$ cat src/common/ctc_pkg.sv
// Shared constants and types of the charge termination controller.
// Assumes one system clock and an oscillator tick that is synchronous to it.
package ctc_pkg;

  // ==========================================================================
  // Timing figures, as given for the nominal timer setting
  // ==========================================================================
  // Nominal safety timer period in minutes.
  localparam int unsigned SAFETY_MIN = 80;
  // Oscillator frequency in Hz that gives the nominal period.
  localparam longint unsigned OSC_HZ = 64'd518400;
  // Safety timer period in seconds.
  localparam int unsigned SAFETY_S = SAFETY_MIN * 60;
  // Battery voltage sampling interval in seconds.
  localparam int unsigned VSAMPLE_S = 4;
  // Temperature sampling interval in seconds.
  localparam int unsigned TSAMPLE_S = 8;
  // Temperature slope observation interval in seconds.
  localparam int unsigned SLOPE_S = 56;
  // Safety timer in oscillator cycles; exceeds 32 bits' signed range.
  localparam longint unsigned SAFETY_OSC = OSC_HZ * SAFETY_S;
  // One timer unit is one voltage sampling interval.
  localparam int unsigned UNITS_SAFETY = SAFETY_S / VSAMPLE_S;
  // Oscillator cycles per timer unit.
  localparam int unsigned UNIT_OSC = int'(SAFETY_OSC / UNITS_SAFETY);
  // The initial timer is this fraction of the safety timer.
  localparam int unsigned INIT_DIV = 80;
  localparam int unsigned INIT_UNITS = UNITS_SAFETY / INIT_DIV;
  // Peak voltage timer as a percentage of the safety timer.
  localparam int unsigned PEAK_PCT = 6;
  localparam int unsigned PEAK_UNITS = UNITS_SAFETY * PEAK_PCT / 100;
  // Timer units between two temperature samples.
  localparam int unsigned TSAMPLE_UNITS = TSAMPLE_S / VSAMPLE_S;
  // Temperature sample intervals spanned by one slope observation.
  localparam int unsigned SLOPE_SAMPLES = SLOPE_S / TSAMPLE_S;
  // The slope threshold input is compared against this multiple of the drop.
  localparam int unsigned SLOPE_MUL = 30;
  // A 0.25 percent drop below the peak is one part in this many.
  localparam int unsigned DROP_DEN = 400;
  // Test mode shrinks every timer by this factor.
  localparam int unsigned TEST_DIV = 512;
  // Trickle period in oscillator cycles; the switch releases one of them.
  localparam int unsigned TRICKLE_PERIOD = 128;

  // ==========================================================================
  // Widths
  // ==========================================================================
  localparam int unsigned UNIT_W = 11;
  localparam int unsigned PEAK_W = 7;
  localparam int unsigned FILL_W = 3;
  localparam int unsigned TRK_W = 7;
  localparam int unsigned PRE_W = 32;

  // ==========================================================================
  // Types
  // ==========================================================================
  // Charge phases.
  typedef enum logic [1:0] {
    ctc_check,
    ctc_fast,
    ctc_trickle,
    ctc_suspend
  } ctc_phase_t;

  // Comparator flags from the analog front end, each high when true.
  typedef struct packed {
    logic vbt_low_init;  // Battery below the early lower limit.
    logic vbt_low_run;   // Battery below the raised lower limit.
    logic vbt_high;      // Battery above the upper limit.
    logic vbt_max;       // Battery above the maximum-voltage cutoff.
    logic temp_hot;      // Temperature sense reports too hot.
    logic temp_cold;     // Temperature sense reports too cold.
    logic slope_off;     // Slope threshold input near supply.
    logic mode_gnd;      // Mode input tied to ground.
    logic mode_vcc;      // Mode input tied to supply.
  } ctc_cmp_t;

  // Cause of the end of fast charge.
  typedef struct packed {
    logic dv;      // Negative voltage step.
    logic zero_dv; // Peak voltage timer.
    logic slope;   // Temperature slope.
    logic safety;  // Safety timer.
    logic vmax;    // Maximum voltage.
  } ctc_cause_t;

endpackage

$ cat src/logic/ctc_ctrl.sv
// Control unit of a NiMH/NiCd fast-charge controller.
// Assumes digitised sense codes synchronous to clk, an oscillator tick pulse
// and asynchronous comparator flags from the analog front end.
`timescale 1ns/1ps
module ctc_ctrl #(
  parameter int unsigned ADC_W = 12,
  parameter int unsigned UNIT_CYCLES = ctc_pkg::UNIT_OSC
) (
  // Clock, reset and enable.
  input wire logic clk,
  input wire logic reset_n,
  input wire logic ce,
  // Oscillator tick, one cycle per oscillator period.
  input wire logic osc_tick,
  // Asynchronous comparator flags.
  input wire ctc_pkg::ctc_cmp_t cmp_async,
  // Digitised sense codes.
  input wire logic [ADC_W-1:0] battery_voltage_sense,
  input wire logic [ADC_W-1:0] battery_temp_sense,
  input wire logic [ADC_W-1:0] slope_threshold_input,
  // Open-drain current switch; high enable pulls the pin low.
  output logic charge_current_switch_o,
  output logic charge_current_switch_oe,
  // Status.
  output ctc_pkg::ctc_phase_t phase,
  output logic init_elapsed,
  output logic hot_latched,
  output ctc_pkg::ctc_cause_t term_cause
);

  // ==========================================================================
  // State
  // ==========================================================================
  localparam int unsigned DV_W = ADC_W + 9;
  localparam int unsigned SL_W = ADC_W + 5;

  typedef struct packed {
    ctc_pkg::ctc_phase_t phase;
    logic [ctc_pkg::UNIT_W-1:0] units;      // Elapsed timer units.
    logic init_done;                        // Initial timer has elapsed.
    logic [ADC_W-1:0] peak;                 // Highest voltage sample.
    logic [ctc_pkg::PEAK_W-1:0] peak_units; // Units since the peak rose.
    logic tphase;                           // Unit parity for temp sampling.
    logic [ctc_pkg::FILL_W-1:0] fill;       // Temperature samples held.
    logic [ctc_pkg::SLOPE_SAMPLES-1:0][ADC_W-1:0] hist;
    logic hot;                              // Over-temperature latch.
    logic [ctc_pkg::TRK_W-1:0] trk;         // Trickle position.
    logic sw_on;                            // Switch conducting.
    ctc_pkg::ctc_cause_t cause;
  } ctc_ctrl_state_t;

  ctc_ctrl_state_t st;
  ctc_ctrl_state_t next_st;

  // Synchronised comparator flags.
  ctc_pkg::ctc_cmp_t cmp;
  // Timer-unit pulse.
  logic unit_tick;
  // Decoded mode.
  logic test_mode;
  logic reduced_termination_mode;
  // Fault and termination terms.
  logic volt_fault;
  logic temp_fault;
  logic [DV_W-1:0] dv_scaled;
  logic [SL_W-1:0] sl_scaled;
  ctc_pkg::ctc_cause_t hit;

  // ==========================================================================
  // Input synchroniser and timer prescaler
  // ==========================================================================
  // Comparator flags cross in through two stages first.
  ctc_sync #(
    .W($bits(ctc_pkg::ctc_cmp_t))
  ) u_sync (
    .clk(clk),
    .reset_n(reset_n),
    .ce(ce),
    .d(cmp_async),
    .q(cmp)
  );

  // Timer units count oscillator cycles, shortened in test mode.
  ctc_prescaler #(
    .UNIT_CYCLES(UNIT_CYCLES)
  ) u_pre (
    .clk(clk),
    .reset_n(reset_n),
    .ce(ce),
    .clear(st.phase != ctc_pkg::ctc_fast),
    .test_mode(test_mode),
    .osc_tick(osc_tick),
    .unit_tick(unit_tick)
  );

  // ==========================================================================
  // Mode decode and fault terms
  // ==========================================================================
  // Supply selects test mode; ground the reduced set; floating is normal.
  always_comb begin
    test_mode = cmp.mode_vcc;
    reduced_termination_mode = cmp.mode_gnd & ~cmp.mode_vcc;
  end

  // The lower voltage limit rises once the initial timer is done.
  always_comb begin
    if (st.init_done) begin
      volt_fault = cmp.vbt_low_run | cmp.vbt_high;
    end else begin
      volt_fault = cmp.vbt_low_init | cmp.vbt_high;
    end
    temp_fault = cmp.temp_hot | cmp.temp_cold;
  end

  // ==========================================================================
  // Termination arithmetic
  // ==========================================================================
  // A drop is flagged when it exceeds one four-hundredth of the peak; the
  // comparison is done by multiplication to avoid a divider.
  always_comb begin
    dv_scaled = '0;
    if (st.peak > battery_voltage_sense) begin
      dv_scaled = DV_W'(st.peak - battery_voltage_sense) *
                  DV_W'(ctc_pkg::DROP_DEN);
    end
    sl_scaled = '0;
    if (st.hist[ctc_pkg::SLOPE_SAMPLES-1] > battery_temp_sense) begin
      sl_scaled = SL_W'(st.hist[ctc_pkg::SLOPE_SAMPLES-1] -
                        battery_temp_sense) *
                  SL_W'(ctc_pkg::SLOPE_MUL);
    end
  end

  // Termination candidates, judged on the unit tick; the maximum-voltage check is judged every cycle.
  always_comb begin
    hit = '0;
    if (unit_tick) begin
      hit.dv = st.init_done & ~reduced_termination_mode &
               (dv_scaled > DV_W'(st.peak));
      hit.zero_dv = st.init_done & (battery_voltage_sense <= st.peak) &
                    (st.peak_units >=
                     ctc_pkg::PEAK_W'(ctc_pkg::PEAK_UNITS - 1));
      // The slope spans seven sample intervals, 56 s at 80 min.
      hit.slope = st.init_done & ~cmp.slope_off & st.tphase &
                  (st.fill == ctc_pkg::FILL_W'(ctc_pkg::SLOPE_SAMPLES)) &
                  (sl_scaled > SL_W'(slope_threshold_input));
      hit.safety = st.units >=
                   ctc_pkg::UNIT_W'(ctc_pkg::UNITS_SAFETY - 1);
    end
    hit.vmax = st.init_done & cmp.vbt_max;
  end

  // ==========================================================================
  // Charge sequencer
  // ==========================================================================
  // One pass per enabled cycle decides the phase and updates the timers.
  always_comb begin
    next_st = st;
    if (ce) begin
      // Over-temperature is remembered whenever it is seen outside trickle.
      if (cmp.temp_hot && st.phase != ctc_pkg::ctc_trickle) begin
        next_st.hot = 1'b1;
      end
      case (st.phase)
        ctc_pkg::ctc_check: begin
          next_st.sw_on = 1'b1;
          if (volt_fault || temp_fault) begin
            next_st.phase = ctc_pkg::ctc_suspend;
          end else begin
            // Fresh charge cycle: clear every timer and history.
            next_st.phase = ctc_pkg::ctc_fast;
            next_st.units = '0;
            next_st.init_done = 1'b0;
            next_st.peak = '0;
            next_st.peak_units = '0;
            next_st.tphase = 1'b0;
            next_st.fill = '0;
            next_st.hist = '0;
            next_st.sw_on = 1'b0;
          end
        end
        ctc_pkg::ctc_fast: begin
          if (volt_fault || temp_fault) begin
            // Faults inhibit current; all but over-temperature restart the sequence later.
            next_st.phase = ctc_pkg::ctc_suspend;
            next_st.sw_on = 1'b1;
          end else if (hit != '0) begin
            // Fast charge ends for good; trickle takes over.
            next_st.phase = ctc_pkg::ctc_trickle;
            next_st.cause = hit;
            next_st.trk = '0;
            next_st.sw_on = 1'b0;
          end else begin
            next_st.sw_on = 1'b0;
            if (unit_tick) begin
              next_st.units = st.units + 1'b1;
              if (st.units >= ctc_pkg::UNIT_W'(ctc_pkg::INIT_UNITS - 1)) begin
                next_st.init_done = 1'b1;
              end
              // Voltage is sampled once per unit.
              if (battery_voltage_sense > st.peak) begin
                next_st.peak = battery_voltage_sense;
                next_st.peak_units = '0;
              end else begin
                next_st.peak_units = st.peak_units + 1'b1;
              end
              // Temperature is sampled every second unit.
              next_st.tphase = ~st.tphase;
              if (st.tphase) begin
                next_st.hist = {st.hist[ctc_pkg::SLOPE_SAMPLES-2:0],
                                battery_temp_sense};
                if (st.fill != ctc_pkg::FILL_W'(ctc_pkg::SLOPE_SAMPLES)) begin
                  next_st.fill = st.fill + 1'b1;
                end
              end
            end
          end
        end
        ctc_pkg::ctc_trickle: begin
          // Release the switch for one oscillator cycle of 128.
          if (osc_tick) begin
            next_st.trk = st.trk + 1'b1;
          end
          next_st.sw_on = (st.trk != '0);
        end
        ctc_pkg::ctc_suspend: begin
          next_st.sw_on = 1'b1;
          next_st.init_done = 1'b0;
          // Cold and voltage faults clear by themselves; heat does not.
          if (!st.hot && !cmp.temp_hot && !cmp.temp_cold &&
              !cmp.vbt_low_init && !cmp.vbt_high) begin
            next_st.phase = ctc_pkg::ctc_check;
          end
        end
        default: begin
          next_st.phase = ctc_pkg::ctc_check;
          next_st.sw_on = 1'b1;
        end
      endcase
    end
  end

  // ==========================================================================
  // State register
  // ==========================================================================
  // Reset is the power-on point: check phase with the switch conducting.
  always_ff @(posedge clk or negedge reset_n) begin
    if (!reset_n) begin
      st <= '0;
      st.phase <= ctc_pkg::ctc_check;
      st.sw_on <= 1'b1;
    end else begin
      st <= next_st;
    end
  end

  // ==========================================================================
  // Outputs
  // ==========================================================================
  // The pin is only ever pulled low, so its data level is a constant zero
  // driven by a continuous assignment, not held in the state word.
  assign charge_current_switch_o = 1'b0;
  assign charge_current_switch_oe = st.sw_on;
  assign phase = st.phase;
  assign init_elapsed = st.init_done;
  assign hot_latched = st.hot;
  assign term_cause = st.cause;

endmodule

$ cat src/logic/ctc_prescaler.sv
// Divides oscillator ticks down to one timer-unit pulse.
// Assumes osc_tick is a one-cycle pulse synchronous to clk.
`timescale 1ns/1ps
module ctc_prescaler #(
  parameter int unsigned UNIT_CYCLES = ctc_pkg::UNIT_OSC
) (
  // Clock and reset.
  input wire logic clk,
  input wire logic reset_n,
  input wire logic ce,
  // Control.
  input wire logic clear,
  input wire logic test_mode,
  input wire logic osc_tick,
  // Result.
  output logic unit_tick
);

  // ==========================================================================
  // State
  // ==========================================================================
  typedef struct packed {
    logic [ctc_pkg::PRE_W-1:0] count;
    logic tick;
  } ctc_pre_state_t;

  ctc_pre_state_t st;
  ctc_pre_state_t next_st;
  // Terminal count; test mode shrinks it so all timers scale together.
  logic [ctc_pkg::PRE_W-1:0] last;

  always_comb begin
    if (test_mode) begin
      last = ctc_pkg::PRE_W'(UNIT_CYCLES / ctc_pkg::TEST_DIV - 1);
    end else begin
      last = ctc_pkg::PRE_W'(UNIT_CYCLES - 1);
    end
  end

  // Count oscillator ticks and emit one pulse per unit.
  always_comb begin
    next_st = st;
    if (ce) begin
      next_st.tick = 1'b0;
      if (clear) begin
        // Restarting aligns every timer with the start of a charge.
        next_st.count = '0;
      end else if (osc_tick) begin
        if (st.count >= last) begin
          next_st.count = '0;
          next_st.tick = 1'b1;
        end else begin
          next_st.count = st.count + 1'b1;
        end
      end
    end
  end

  always_ff @(posedge clk or negedge reset_n) begin
    if (!reset_n) begin
      st <= '0;
    end else begin
      st <= next_st;
    end
  end

  assign unit_tick = st.tick;

endmodule

$ cat src/logic/ctc_sync.sv
// Two-stage synchroniser for a group of level signals.
// Assumes the inputs are asynchronous levels; the clock enable freezes it.
`timescale 1ns/1ps
module ctc_sync #(
  parameter int unsigned W = 9
) (
  // Clock and reset.
  input wire logic clk,
  input wire logic reset_n,
  input wire logic ce,
  // Data.
  input wire logic [W-1:0] d,
  output logic [W-1:0] q
);

  // ==========================================================================
  // State
  // ==========================================================================
  // The first stage is read only by the second stage.
  typedef struct packed {
    logic [W-1:0] meta;
    logic [W-1:0] stable;
  } ctc_sync_state_t;

  ctc_sync_state_t st;
  ctc_sync_state_t next_st;

  // Shift the inputs through both stages while enabled.
  always_comb begin
    next_st = st;
    if (ce) begin
      next_st.meta = d;
      next_st.stable = st.meta;
    end
  end

  // Register the state; reset to all zero.
  always_ff @(posedge clk or negedge reset_n) begin
    if (!reset_n) begin
      st <= '0;
    end else begin
      st <= next_st;
    end
  end

  assign q = st.stable;

endmodule

$ cat config.mk
export PLATFORM = sky130hd
export DESIGN_NAME = ctc_ctrl
export DESIGN_NICKNAME = d
export VERILOG_FILES = /design/src/common/ctc_pkg.sv /design/src/logic/ctc_ctrl.sv /design/src/logic/ctc_prescaler.sv /design/src/logic/ctc_sync.sv
export SDC_FILE = /design/constraint.sdc
export NUM_CORES = 1
export LEC_CHECK = 0
export BUFFER_PORTS_ARGS = -buffer_cell sky130_fd_sc_hd__clkbuf_2
export CORE_ASPECT_RATIO = 0.5
export CORE_MARGIN = 8
export CORE_UTILIZATION = 25
export CTS_CLUSTER_DIAMETER = 120
export DETAILED_ROUTE_END_ITERATION = 6
export GPL_TIMING_DRIVEN = 0
export SLEW_MARGIN = 20
export SYNTH_ARGS = -nofsm -noshare
export SYNTH_HDL_FRONTEND = slang
export SYNTH_SLANG_ARGS = --single-unit
$ cat constraint.sdc
create_clock -name clk -period 9.2 [get_ports clk]
set_clock_uncertainty 0.15 [all_clocks]
set_input_delay 2.3 -clock clk [delete_from_list [all_inputs] [get_ports clk]]
set_output_delay 2.3 -clock clk [all_outputs]
set_load 0.01 [all_outputs]
== Word level (Yosys, flattened, before mapping) ==
Cells that the tools add are included.
Word-level totals
  flip-flop bits (word level): 186
  input bits: 49
  output and inout port bits: 11
  logic and storage cells: 144
Operators by class
  $add $sub $neg: 7
  multipliers: 2
  magnitude comparators: 10
  equality and inequality tests: 19
  multiplexer cells: 33
  bitwise logic cells: 18
  reduce and logical (&&, ||, !) cells: 29
Operator list (count)
  two-way mux 119 bit: 4
  case mux 107 bit (2 select lines): 1
  two-way mux 87 bit: 1
  two-way mux 32 bit: 2
  two-way mux 21 bit: 2
  greater-than comparator 12 bit: 3
  two-way mux 33 bit: 1
  adder 32 x 1 -> 32 bit, second input constant: 1
  greater-or-equal comparator 32 x 21 -> 1 bit: 1
  two-way mux 7 bit: 4
  subtractor 12 x 12 -> 13 bit: 2
  != test 2 bit, second input constant: 11
  case mux 11 bit (2 select lines): 1
  greater-than comparator 21 x 12 -> 1 bit: 1
  multiplier 21 x 5 -> 17 bit, second input constant: 1
  AND reduction 7 bit: 3
  greater-than comparator 17 x 12 -> 1 bit: 1
  multiplier 17 x 4 -> 16 bit, second input constant: 1
  two-way mux 17 bit: 1
  adder 7 x 1 -> 7 bit, second input constant: 2
  case mux 7 bit (2 select lines): 1
  <= comparator 12 bit: 1
  two-way mux 12 bit: 1
  adder 11 x 1 -> 11 bit, second input constant: 1
  32 further kinds: 70

== Depth between registers and ports, before layout ==
Gate-level depths: netlist of the first run.
  depth after elaboration: 10
  gate-level depth with buffers: 33
  mapped depth without buffers: 30

== Cells and area by module ==
A second synthesis of the first run with hierarchy kept.
Second synthesis, totals
  cells, all modules: 1393
  area, all modules: 13186.4 µm²
Modules (own cells, without submodules)
  ctc_ctrl: times used 1, cells each 1121, area an instance 10302.4 µm², seq. area each 3379.5 µm²
  ctc_prescaler: times used 1, cells each 225, area an instance 2094.5 µm², seq. area each 825.8 µm²
  ctc_sync: times used 1, cells each 47, area an instance 789.5 µm², seq. area each 450.4 µm²

== Worst setup path before layout of the first run ==
OpenSTA, ideal clock, no wires.
  path type: input to register
  from: in battery_temp_sense[0]
  to: reg st[26] (netlist name)
  library setup time: 0.121 ns
  arrival: 8.400 ns
  data required time: 8.929 ns
  setup slack: 0.529 ns
  stages on the path: 29
  buffers on the path: 2
  cell sequence: ha_1 fa_1 nand2b_1 nand2b_1 a21oi_1 xor2_1 fa_1 fa_1 inv_1 ha_1 a21oi_1 nor2b_1 a311o_1 a21o_1 a21oi_1 xor2_1 nor2_1 ha_1 a21o_1 a21oi_1 nand2_1 o21ai_0 o2111ai_1 a2111o_1 a211oi_1 o21ai_1 buf_2 buf_2 a22o_1
Between the ends
  word-level cells in the longest chain between the ends: 9
  elaborated cells between the ends (all ways): 10
  those cells by class: add/sub: 1; mul: 1; order compare: 2; eq/ne: 1; mux: 2; bitwise: 1; reduce/logical: 2
RTL lines
  start: declaration: line ctc_ctrl.sv:19  | input wire logic [ADC_W-1:0] battery_temp_sense,
  subtractor 12 x 12 -> 13 bit: line ctc_ctrl.sv:128  | sl_scaled = SL_W'(st.hist[ctc_pkg::SLOPE_SAMPLES-1] -
  multiplier 17 x 4 -> 16 bit: line ctc_ctrl.sv:129  | battery_temp_sense) *
  two-way mux 17 bit *: line ctc_ctrl.sv:127  | if (st.hist[ctc_pkg::SLOPE_SAMPLES-1] > battery_temp_sense) begin
  greater-than comparator 17 x 12 -> 1 bit *: line ctc_ctrl.sv:146  | (sl_scaled > SL_W'(slope_threshold_input));
  AND 1 bit *: line ctc_ctrl.sv:145  | (st.fill == ctc_pkg::FILL_W'(ctc_pkg::SLOPE_SAMPLES)) &
  two-way mux 4 bit *: line ctc_ctrl.sv:137  | if (unit_tick) begin
  nonzero test 5 bit *: line ctc_ctrl.sv:187  | end else if (hit != '0) begin
  != test 2 bit (no source line) *
  AND reduction 7 bit (no source line) *
  end signal: assignment: line ctc_ctrl.sv:253  | st <= next_st;
  end: declaration: line ctc_ctrl.sv:52  | ctc_ctrl_state_t st;
Mark *: on every way between the ends. The rest lies on a longest branch, timed or not.
A chain may end at the register's enable or synchronous reset.

== Final worst setup path of the first run ==
  from: in battery_temp_sense[0]
  to: reg st[48] (netlist name)
Same word-level chain as after synthesis.

==> impl_results.md, run 1 <==
* Vias at 9928
* Yosys synthesis warning count at 0
* Final weighted congestion in routability-driven placement at 0.810
* Overflow after GRT at 0
* Fraction of synthesis flops using an asynchronous set or reset pin at 1.00
* Worst R2R Start: st[86]
* Number of cell instances on the worst register-to-register path at 29
* CTS buffer count at 17
* Area fraction of the dominant cell type after synthesis at 0.362
* Initial antenna violation count at 0
* Iteration count of the initial detailed-routing pass at 5
* F_max at 0.114 GHz
* Terminus of the critical flop-to-flop path: st[48]
* Horizontal die dimension at 336 um
* Post-Route WL at 28700 um
* Cell count after synthesis at 1335
* Syn nets at 1530
* Vias in the first global route at 9736
* Termination of the worst setup path: st[48]
* Number of storage elements in the synthesis netlist at 186
* Largest area contributor in the synthesized netlist: dfrtp_1
* # DRC at 0
* Critical path fanouts, max at 10
* Slew HR at 0.508
* Count of non-filler cells in the finished layout at between 2000 and 2500
* Total power per unit cell area at 194 nW/um^2
* Antenna Violating Nets Remaining at 0
* Hold Violations, Final at 0
* Slew at the pin closest to its max-slew limit at 736 ps
* Most common flop cell mapped by yosys: dfrtp_1
* Diode count at 0
* Largest vdd supply drop at between 100 and 150 uV
* Most common cell after layout, fill and taps aside: dfrtp_1
* Placed cells at 2085
* Path type of the worst setup path: in2reg
* Root cell of the clock tree: clkbuf_16
* Design Power at 2850 uW
* Critical Path Source: battery_temp_sense[0]
* M2 GR Usage at 0.158
* HPWL after DPL at 22000 um
* Outcome: finished, final reports clean
* Standard cell core area at 50400 sq um
* Met1 track demand over resource in global routing at 0.134
* Maximum number of pins on one net before global-route repair at 90
* Sequential fraction of the synthesis area at 0.364
* Post-layout nets at 1612
* Die Ht at 176 um
* Slowest cell on the critical path: fa_1
* Minimum clock period after layout at 8760 ps
* Skew-Pair Late Insertion Delay at ~440 ps
* Max-slew violation total from the final report at 0
* Data required time of the worst path at 9420 ps
* Overall global routing resource usage at 0.0965
* Static Leakage at 0.00703 uW
* Share of layout cells above drive strength 1 at 0.117
* Final Cycle Share at 0.953
* Commonest cells after routing, fill and taps aside: 185 x dfrtp_1, 146 x inv_1, 118 x ha_1, 89 x a22o_1, 78 x nand2_1
* Flop2flop setup slack at ~2000 ps
* Number of enable-type register cells in the synthesized netlist at 0
* Met3 Use GR at 0.00880
* GRT busiest layer: met2
* Clock tree from TritonCTS: yes
* Number of top-level pins at 60
* Max-Cap Viols at 0
* TritonCTS sink count at 186
* Post-DR wirelength/cell at 13.5 um
* Leading cell types by total area after synthesis: dfrtp_1 36%, ha_1 12%, a22o_1 6.1%
* Depth of the CTS H-tree at 4
* Cell row count at 58
* Synth Area per Inst at 9.57 sq um
* Reg clk slew, reported paths at roughly 80 ps
* Detail-routed via count per cell at 4.68
* Clock Tree Buf Depth at 2
* Number of buffer cells added on primary ports at 58
* Starting density of the core at 0.254
* Data arrival time of the worst path at 8990 ps
* Netlist cell types at 76
* Full die area at between 50000 and 60000 sq um
* Count of final setup violators at 0
* Wire length of the first global-routing pass at 48900 um
* Highest cell delay on the worst timing path at ~510 ps
* Cell Area, Synth at 12800 sq um
* Class of the tightest hold or removal check: reg2reg
* CP Launch Type: input port
* Initial detailed-routing violation count at just over 500
* Area grow syn2layout at 14.9%
* Critical Path Sink Type: flop
==> stage by stage <==
step                      area (sq um)  worst slack (ps)   util  setup TNS, ps  hold WS (ps)
after floorplan                  12800               529      -              0           299
final                            14700               435  0.291              0           342
after detailed placement         14000              -792  0.278         -82090           323
after global placement           13900              -675  0.277         -70270           320
after CTS                        14600              26.1  0.291              0           343
after global routing             14700             -20.7  0.291           -135           360
==> worst max-delay path, delay by kind of cell <==
kind	cells	cell delay [ps]
adder cells (fa/ha/maj)	6	2260
AND/OR/NAND/NOR	4	500
XOR/XNOR	2	660
buffers and inverters	6	860
AO/OA/AOI/OAI	11	2400
==> layer usage <==
metal,vias to the layer above,part of all wire
li1,4981,-
met1,4759,0.49
met2,156,0.47
met3,32,0.023
met4,0,0.017
met5,-,0
==> power breakdown <==
group          internal, uW  total (uW)  leakage (uW)  switching, uW
clock                   425         780      0.000308            355
combinational           503        1180       0.00421            682
sequential              848         886       0.00251           38.3
==> synth_stat cells, drive strengths merged (5+ instances only) <==
library cell,number
a31oi,5
o31ai,9
a21oi,61
a22o,89
a32o,16
nor3,27
ha,118
nand4,17
or3,6
nand2,78
nor2,69
xor2,21
o211ai,18
o21ai,74
and3,24
inv,146
fa,28
xnor2,19
o21a,14
and2,17
buf,33
nand2b,25
a32oi,5
nor2b,21
o21bai,9
mux2,23
nor4,12
nand3,34
nor4b,5
clkbuf,25
a21o,22
dfrtp,185
a211oi,12
maj3,5
a31o,5
==> worst min-delay path by stage <==
stage	startpoint	end	cells past startpoint
2_1_floorplan	u_sync.st[9]	u_sync.q[0]	2
3_3_place_gp	u_pre.st[32]	u_pre.st[32]	1
3_5_place_dp	u_pre.st[27]	u_pre.st[27]	1
4_1_cts	u_pre.st[29]	u_pre.st[29]	1
5_1_grt	u_pre.st[31]	u_pre.st[31]	1
6_report	u_pre.st[23]	u_pre.st[23]	1
==> flip-flops by register name, indices dropped and copies added (netlist names) <==
signal / flops
st: 125
hot_latched: 1
init_elapsed: 1
u_pre.unit_tick: 1
term_cause: 5
u_pre.st: 32
charge_current_switch_oe: 1
u_sync.q: 9
phase: 2
u_sync.st: 9
==> logic make-up after synthesis <==
| kind of cell | after synthesis | synth area share |
|---|---|---|
| AO/OA/AOI/OAI | 378 | 0.213 |
| XOR/XNOR | 40 | 0.0274 |
| adder cells (fa/ha/maj) | 151 | 0.163 |
| buffers and inverters | 204 | 0.0678 |
| flip-flops | 186 | 0.364 |
| multiplexers | 25 | 0.0218 |
| other | 1 | 0.000294 |
| AND/OR/NAND/NOR | 350 | 0.141 |
==> repair_timing <==
| item | in CTS | in global routing |
|---|---|---|
| hold buffers | 0 | 0 |
| setup endpoints to repair | 119 | 127 |
| pin swaps | 0 | 1 |
| resized for setup | 2 | 5 |
| setup buffers | 0 | 3 |
==> final cells by class <==
class                           count  area (sq um)
Inverter                          146           548
Clock inverter                     14           196
Buffer                             58           320
Sequential cell                   186          4660
Timing Repair Buffer               63           377
Multi-Input combinational cell    945          7270
Fill cell                        5283         35700
Clock buffer                       18           439
Tap cell                          690           863
(Power assumes the default switching activity.)
==> run 2: changes to the inputs <==
--- a/config.mk
+++ b/config.mk
@@ -8,7 +8,7 @@
 export BUFFER_PORTS_ARGS = -buffer_cell sky130_fd_sc_hd__clkbuf_2
 export CORE_ASPECT_RATIO = 0.5
 export CORE_MARGIN = 8
-export CORE_UTILIZATION = 25
+export CORE_UTILIZATION = 35
 export CTS_CLUSTER_DIAMETER = 120
 export DETAILED_ROUTE_END_ITERATION = 6
 export GPL_TIMING_DRIVEN = 0
==> constraint.sdc (replaced) <==
create_clock -name clk -period 11.4 [get_ports clk]
set_clock_uncertainty 0.15 [all_clocks]
set_input_delay 2.85 -clock clk [delete_from_list [all_inputs] [get_ports clk]]
set_output_delay 2.85 -clock clk [all_outputs]
set_load 0.01 [all_outputs]
==> impl_results.md, run 2 (synthesis gave the netlist of run 1 again) <==
* Biggest regs: st x125, u_pre.st x32
* Critical Path Sink Type: flop
* Horizontal die dimension at 286 um
* Hold Path Cell Cnt at 1
* Commonest cells after routing, fill and taps aside: 185 x dfrtp_1, 146 x inv_1, 118 x ha_1, 89 x a22o_1, 78 x nand2_1
* F_max at 0.102 GHz
* Terminus of the critical flop-to-flop path: st[115]
* Number of buffer cells added on primary ports at 58
* Area grow syn2layout at 12.2%
* Standard cell core area at 35900 sq um
* HP Start: u_pre.st[25]
* Placed cells at between 1500 and 2000
* Antenna Violating Nets Remaining at 0
* Critical path fanouts, max at 10
* Diode count at 0
* CTS buffer count at 17
* Share of layout cells above drive strength 1 at 0.111
* Starting density of the core at 0.356
* Post-Route WL at between 20000 and 30000 um
* Initial detailed-routing violation count at between 600 and 700
* Max-slew violation total from the final report at 0
* Count of final setup violators at 0
* Maximum number of pins on one net before global-route repair at 81
* TritonCTS sink count at 186
* Total power per unit cell area at 158 nW/um^2
* Hold Violations, Final at 0
* Outcome: finished, final reports clean
* Iteration count of the initial detailed-routing pass at 5
* Cell row count at 49
* Number of top-level pins at 60
* Slowest cell on the critical path: fa_1
* Number of buffers inserted for hold repair after clock tree synthesis at 0
* Resized cells post-CTS at 0
* Wire length of the first global-routing pass at 48500 um
* Overflow after GRT at 0
* Buffers inserted during post-CTS setup optimization at 0
* Critical Path Source: battery_temp_sense[0]
* Worst R2R Start: st[86]
* Final hold slack at 338 ps
* Largest vdd supply drop at 191 uV
* Initial antenna violation count at 0
* Full die area at ~43000 sq um
* Final-layout fill cell count at 3626
* Data arrival time of the worst path at 10020 ps
* Detail-routed via count per cell at 5.16
* Cell mode on critical path: a21oi_1
* Final Cycle Share at 0.864
* Number of cell instances on the worst register-to-register path at 29
* Post-layout nets at 1609
* HPWL after DPL at roughly 22000 um
* Combined flip-flop and latch cell area at between 4000 and 5000 sq um
* Largest register FFs at ~130
* # DRC at 0
* Most flops, register: st
* Vias at between 9000 and 10000
* Root cell of the clock tree: clkbuf_16
* CP Launch Type: input port
* Post-DR wirelength/cell at between 15 and 20 um
* Most common cell after layout, fill and taps aside: dfrtp_1
* Depth of the CTS H-tree at 4
* Unrepaired setup endpoints after global routing: false
* Slew HR at 0.527
* Final weighted congestion in routability-driven placement at 0.869
* Skew-Pair Late Insertion Delay at 440 ps
* Slew at the pin closest to its max-slew limit at just over 700 ps
* Path type of the worst setup path: in2reg
* Highest cell delay on the worst timing path at between 500 and 600 ps
* Data required time of the worst path at approximately 12000 ps
* Static Leakage at 0.00700 uW
* Clock Tree Buf Depth at 2
* Reg clk slew, reported paths at ~70 ps
* Design Power at about 2300 uW
* Die Ht at 151 um
* Area of combinational cells with multiple inputs at ~7300 sq um
* Overall global routing resource usage at 0.135
* Clock tree from TritonCTS: yes
* Count of non-filler cells in the finished layout at 1911
* Class of the tightest hold or removal check: reg2reg
* Flop2flop setup slack at 3740 ps
* Total negative slack for setup checks at 0 ps
* Vias in the first global route at 9670
* Minimum clock period after layout at around 9800 ps
* Sink of the worst hold path: u_pre.st[25]
* Max-Cap Viols at 0
-- run 2: changes by cell type in the layout (fill, tap and decap cells not counted), sizes merged --
cell      previous run  this run
inv                153       156
clkinvlp             1         0
bufinv               2         1
clkinv               4         3
buf                 38        35
-- run 2: area by class of cell --
cell class / count / share of cell area
Multi-Input combinational cell: 945 / 0.506
Clock inverter: 14 / 0.0120
Buffer: 58 / 0.0222
Tap cell: 484 / 0.0422
Inverter: 146 / 0.0382
Clock buffer: 18 / 0.0299
Sequential cell: 186 / 0.325
Timing Repair Buffer: 60 / 0.0247
-- run 2: stage by stage --
stage	setup slack (ps)	area, sq um	util
floorplan	2180	12800	-
global placement	1010	13700	0.380
detailed placement	1050	13700	0.382
CTS	1510	14300	0.399
global route	1020	14300	0.399
finish	1560	14300	0.399
-- run 2: layer usage --
layer  GRT usage  vias up  share of wire
met1       0.183     4733           0.50
li1            -     4991              -
met3      0.0222       21          0.025
met4      0.0358        0          0.011
met2       0.222      122           0.47
met5           0        -              0
-- run 2: how the worst max path moves through the flow --
stage	slack (ps)	to
after global routing	1020	st[112]
after floorplan	2180	st[26]
final	1560	st[115]
after CTS	1510	st[115]
after detailed placement	1050	st[115]
after global placement	1010	st[112]
-- run 2: worst max-delay path, delay by kind of cell --
kind / cells / cell delay [ps]
AO/OA/AOI/OAI: 12 / 3070
buffers and inverters: 3 / 500
AND/OR/NAND/NOR: 6 / 620
XOR/XNOR: 2 / 650
adder cells (fa/ha/maj): 6 / 2310
-- run 2: where the power goes --
group          total [uW]  internal (uW)  switching [uW]
clock network         608            317             291
logic                 949            403             545
registers             714            684            30.4
total                2270           1400             867
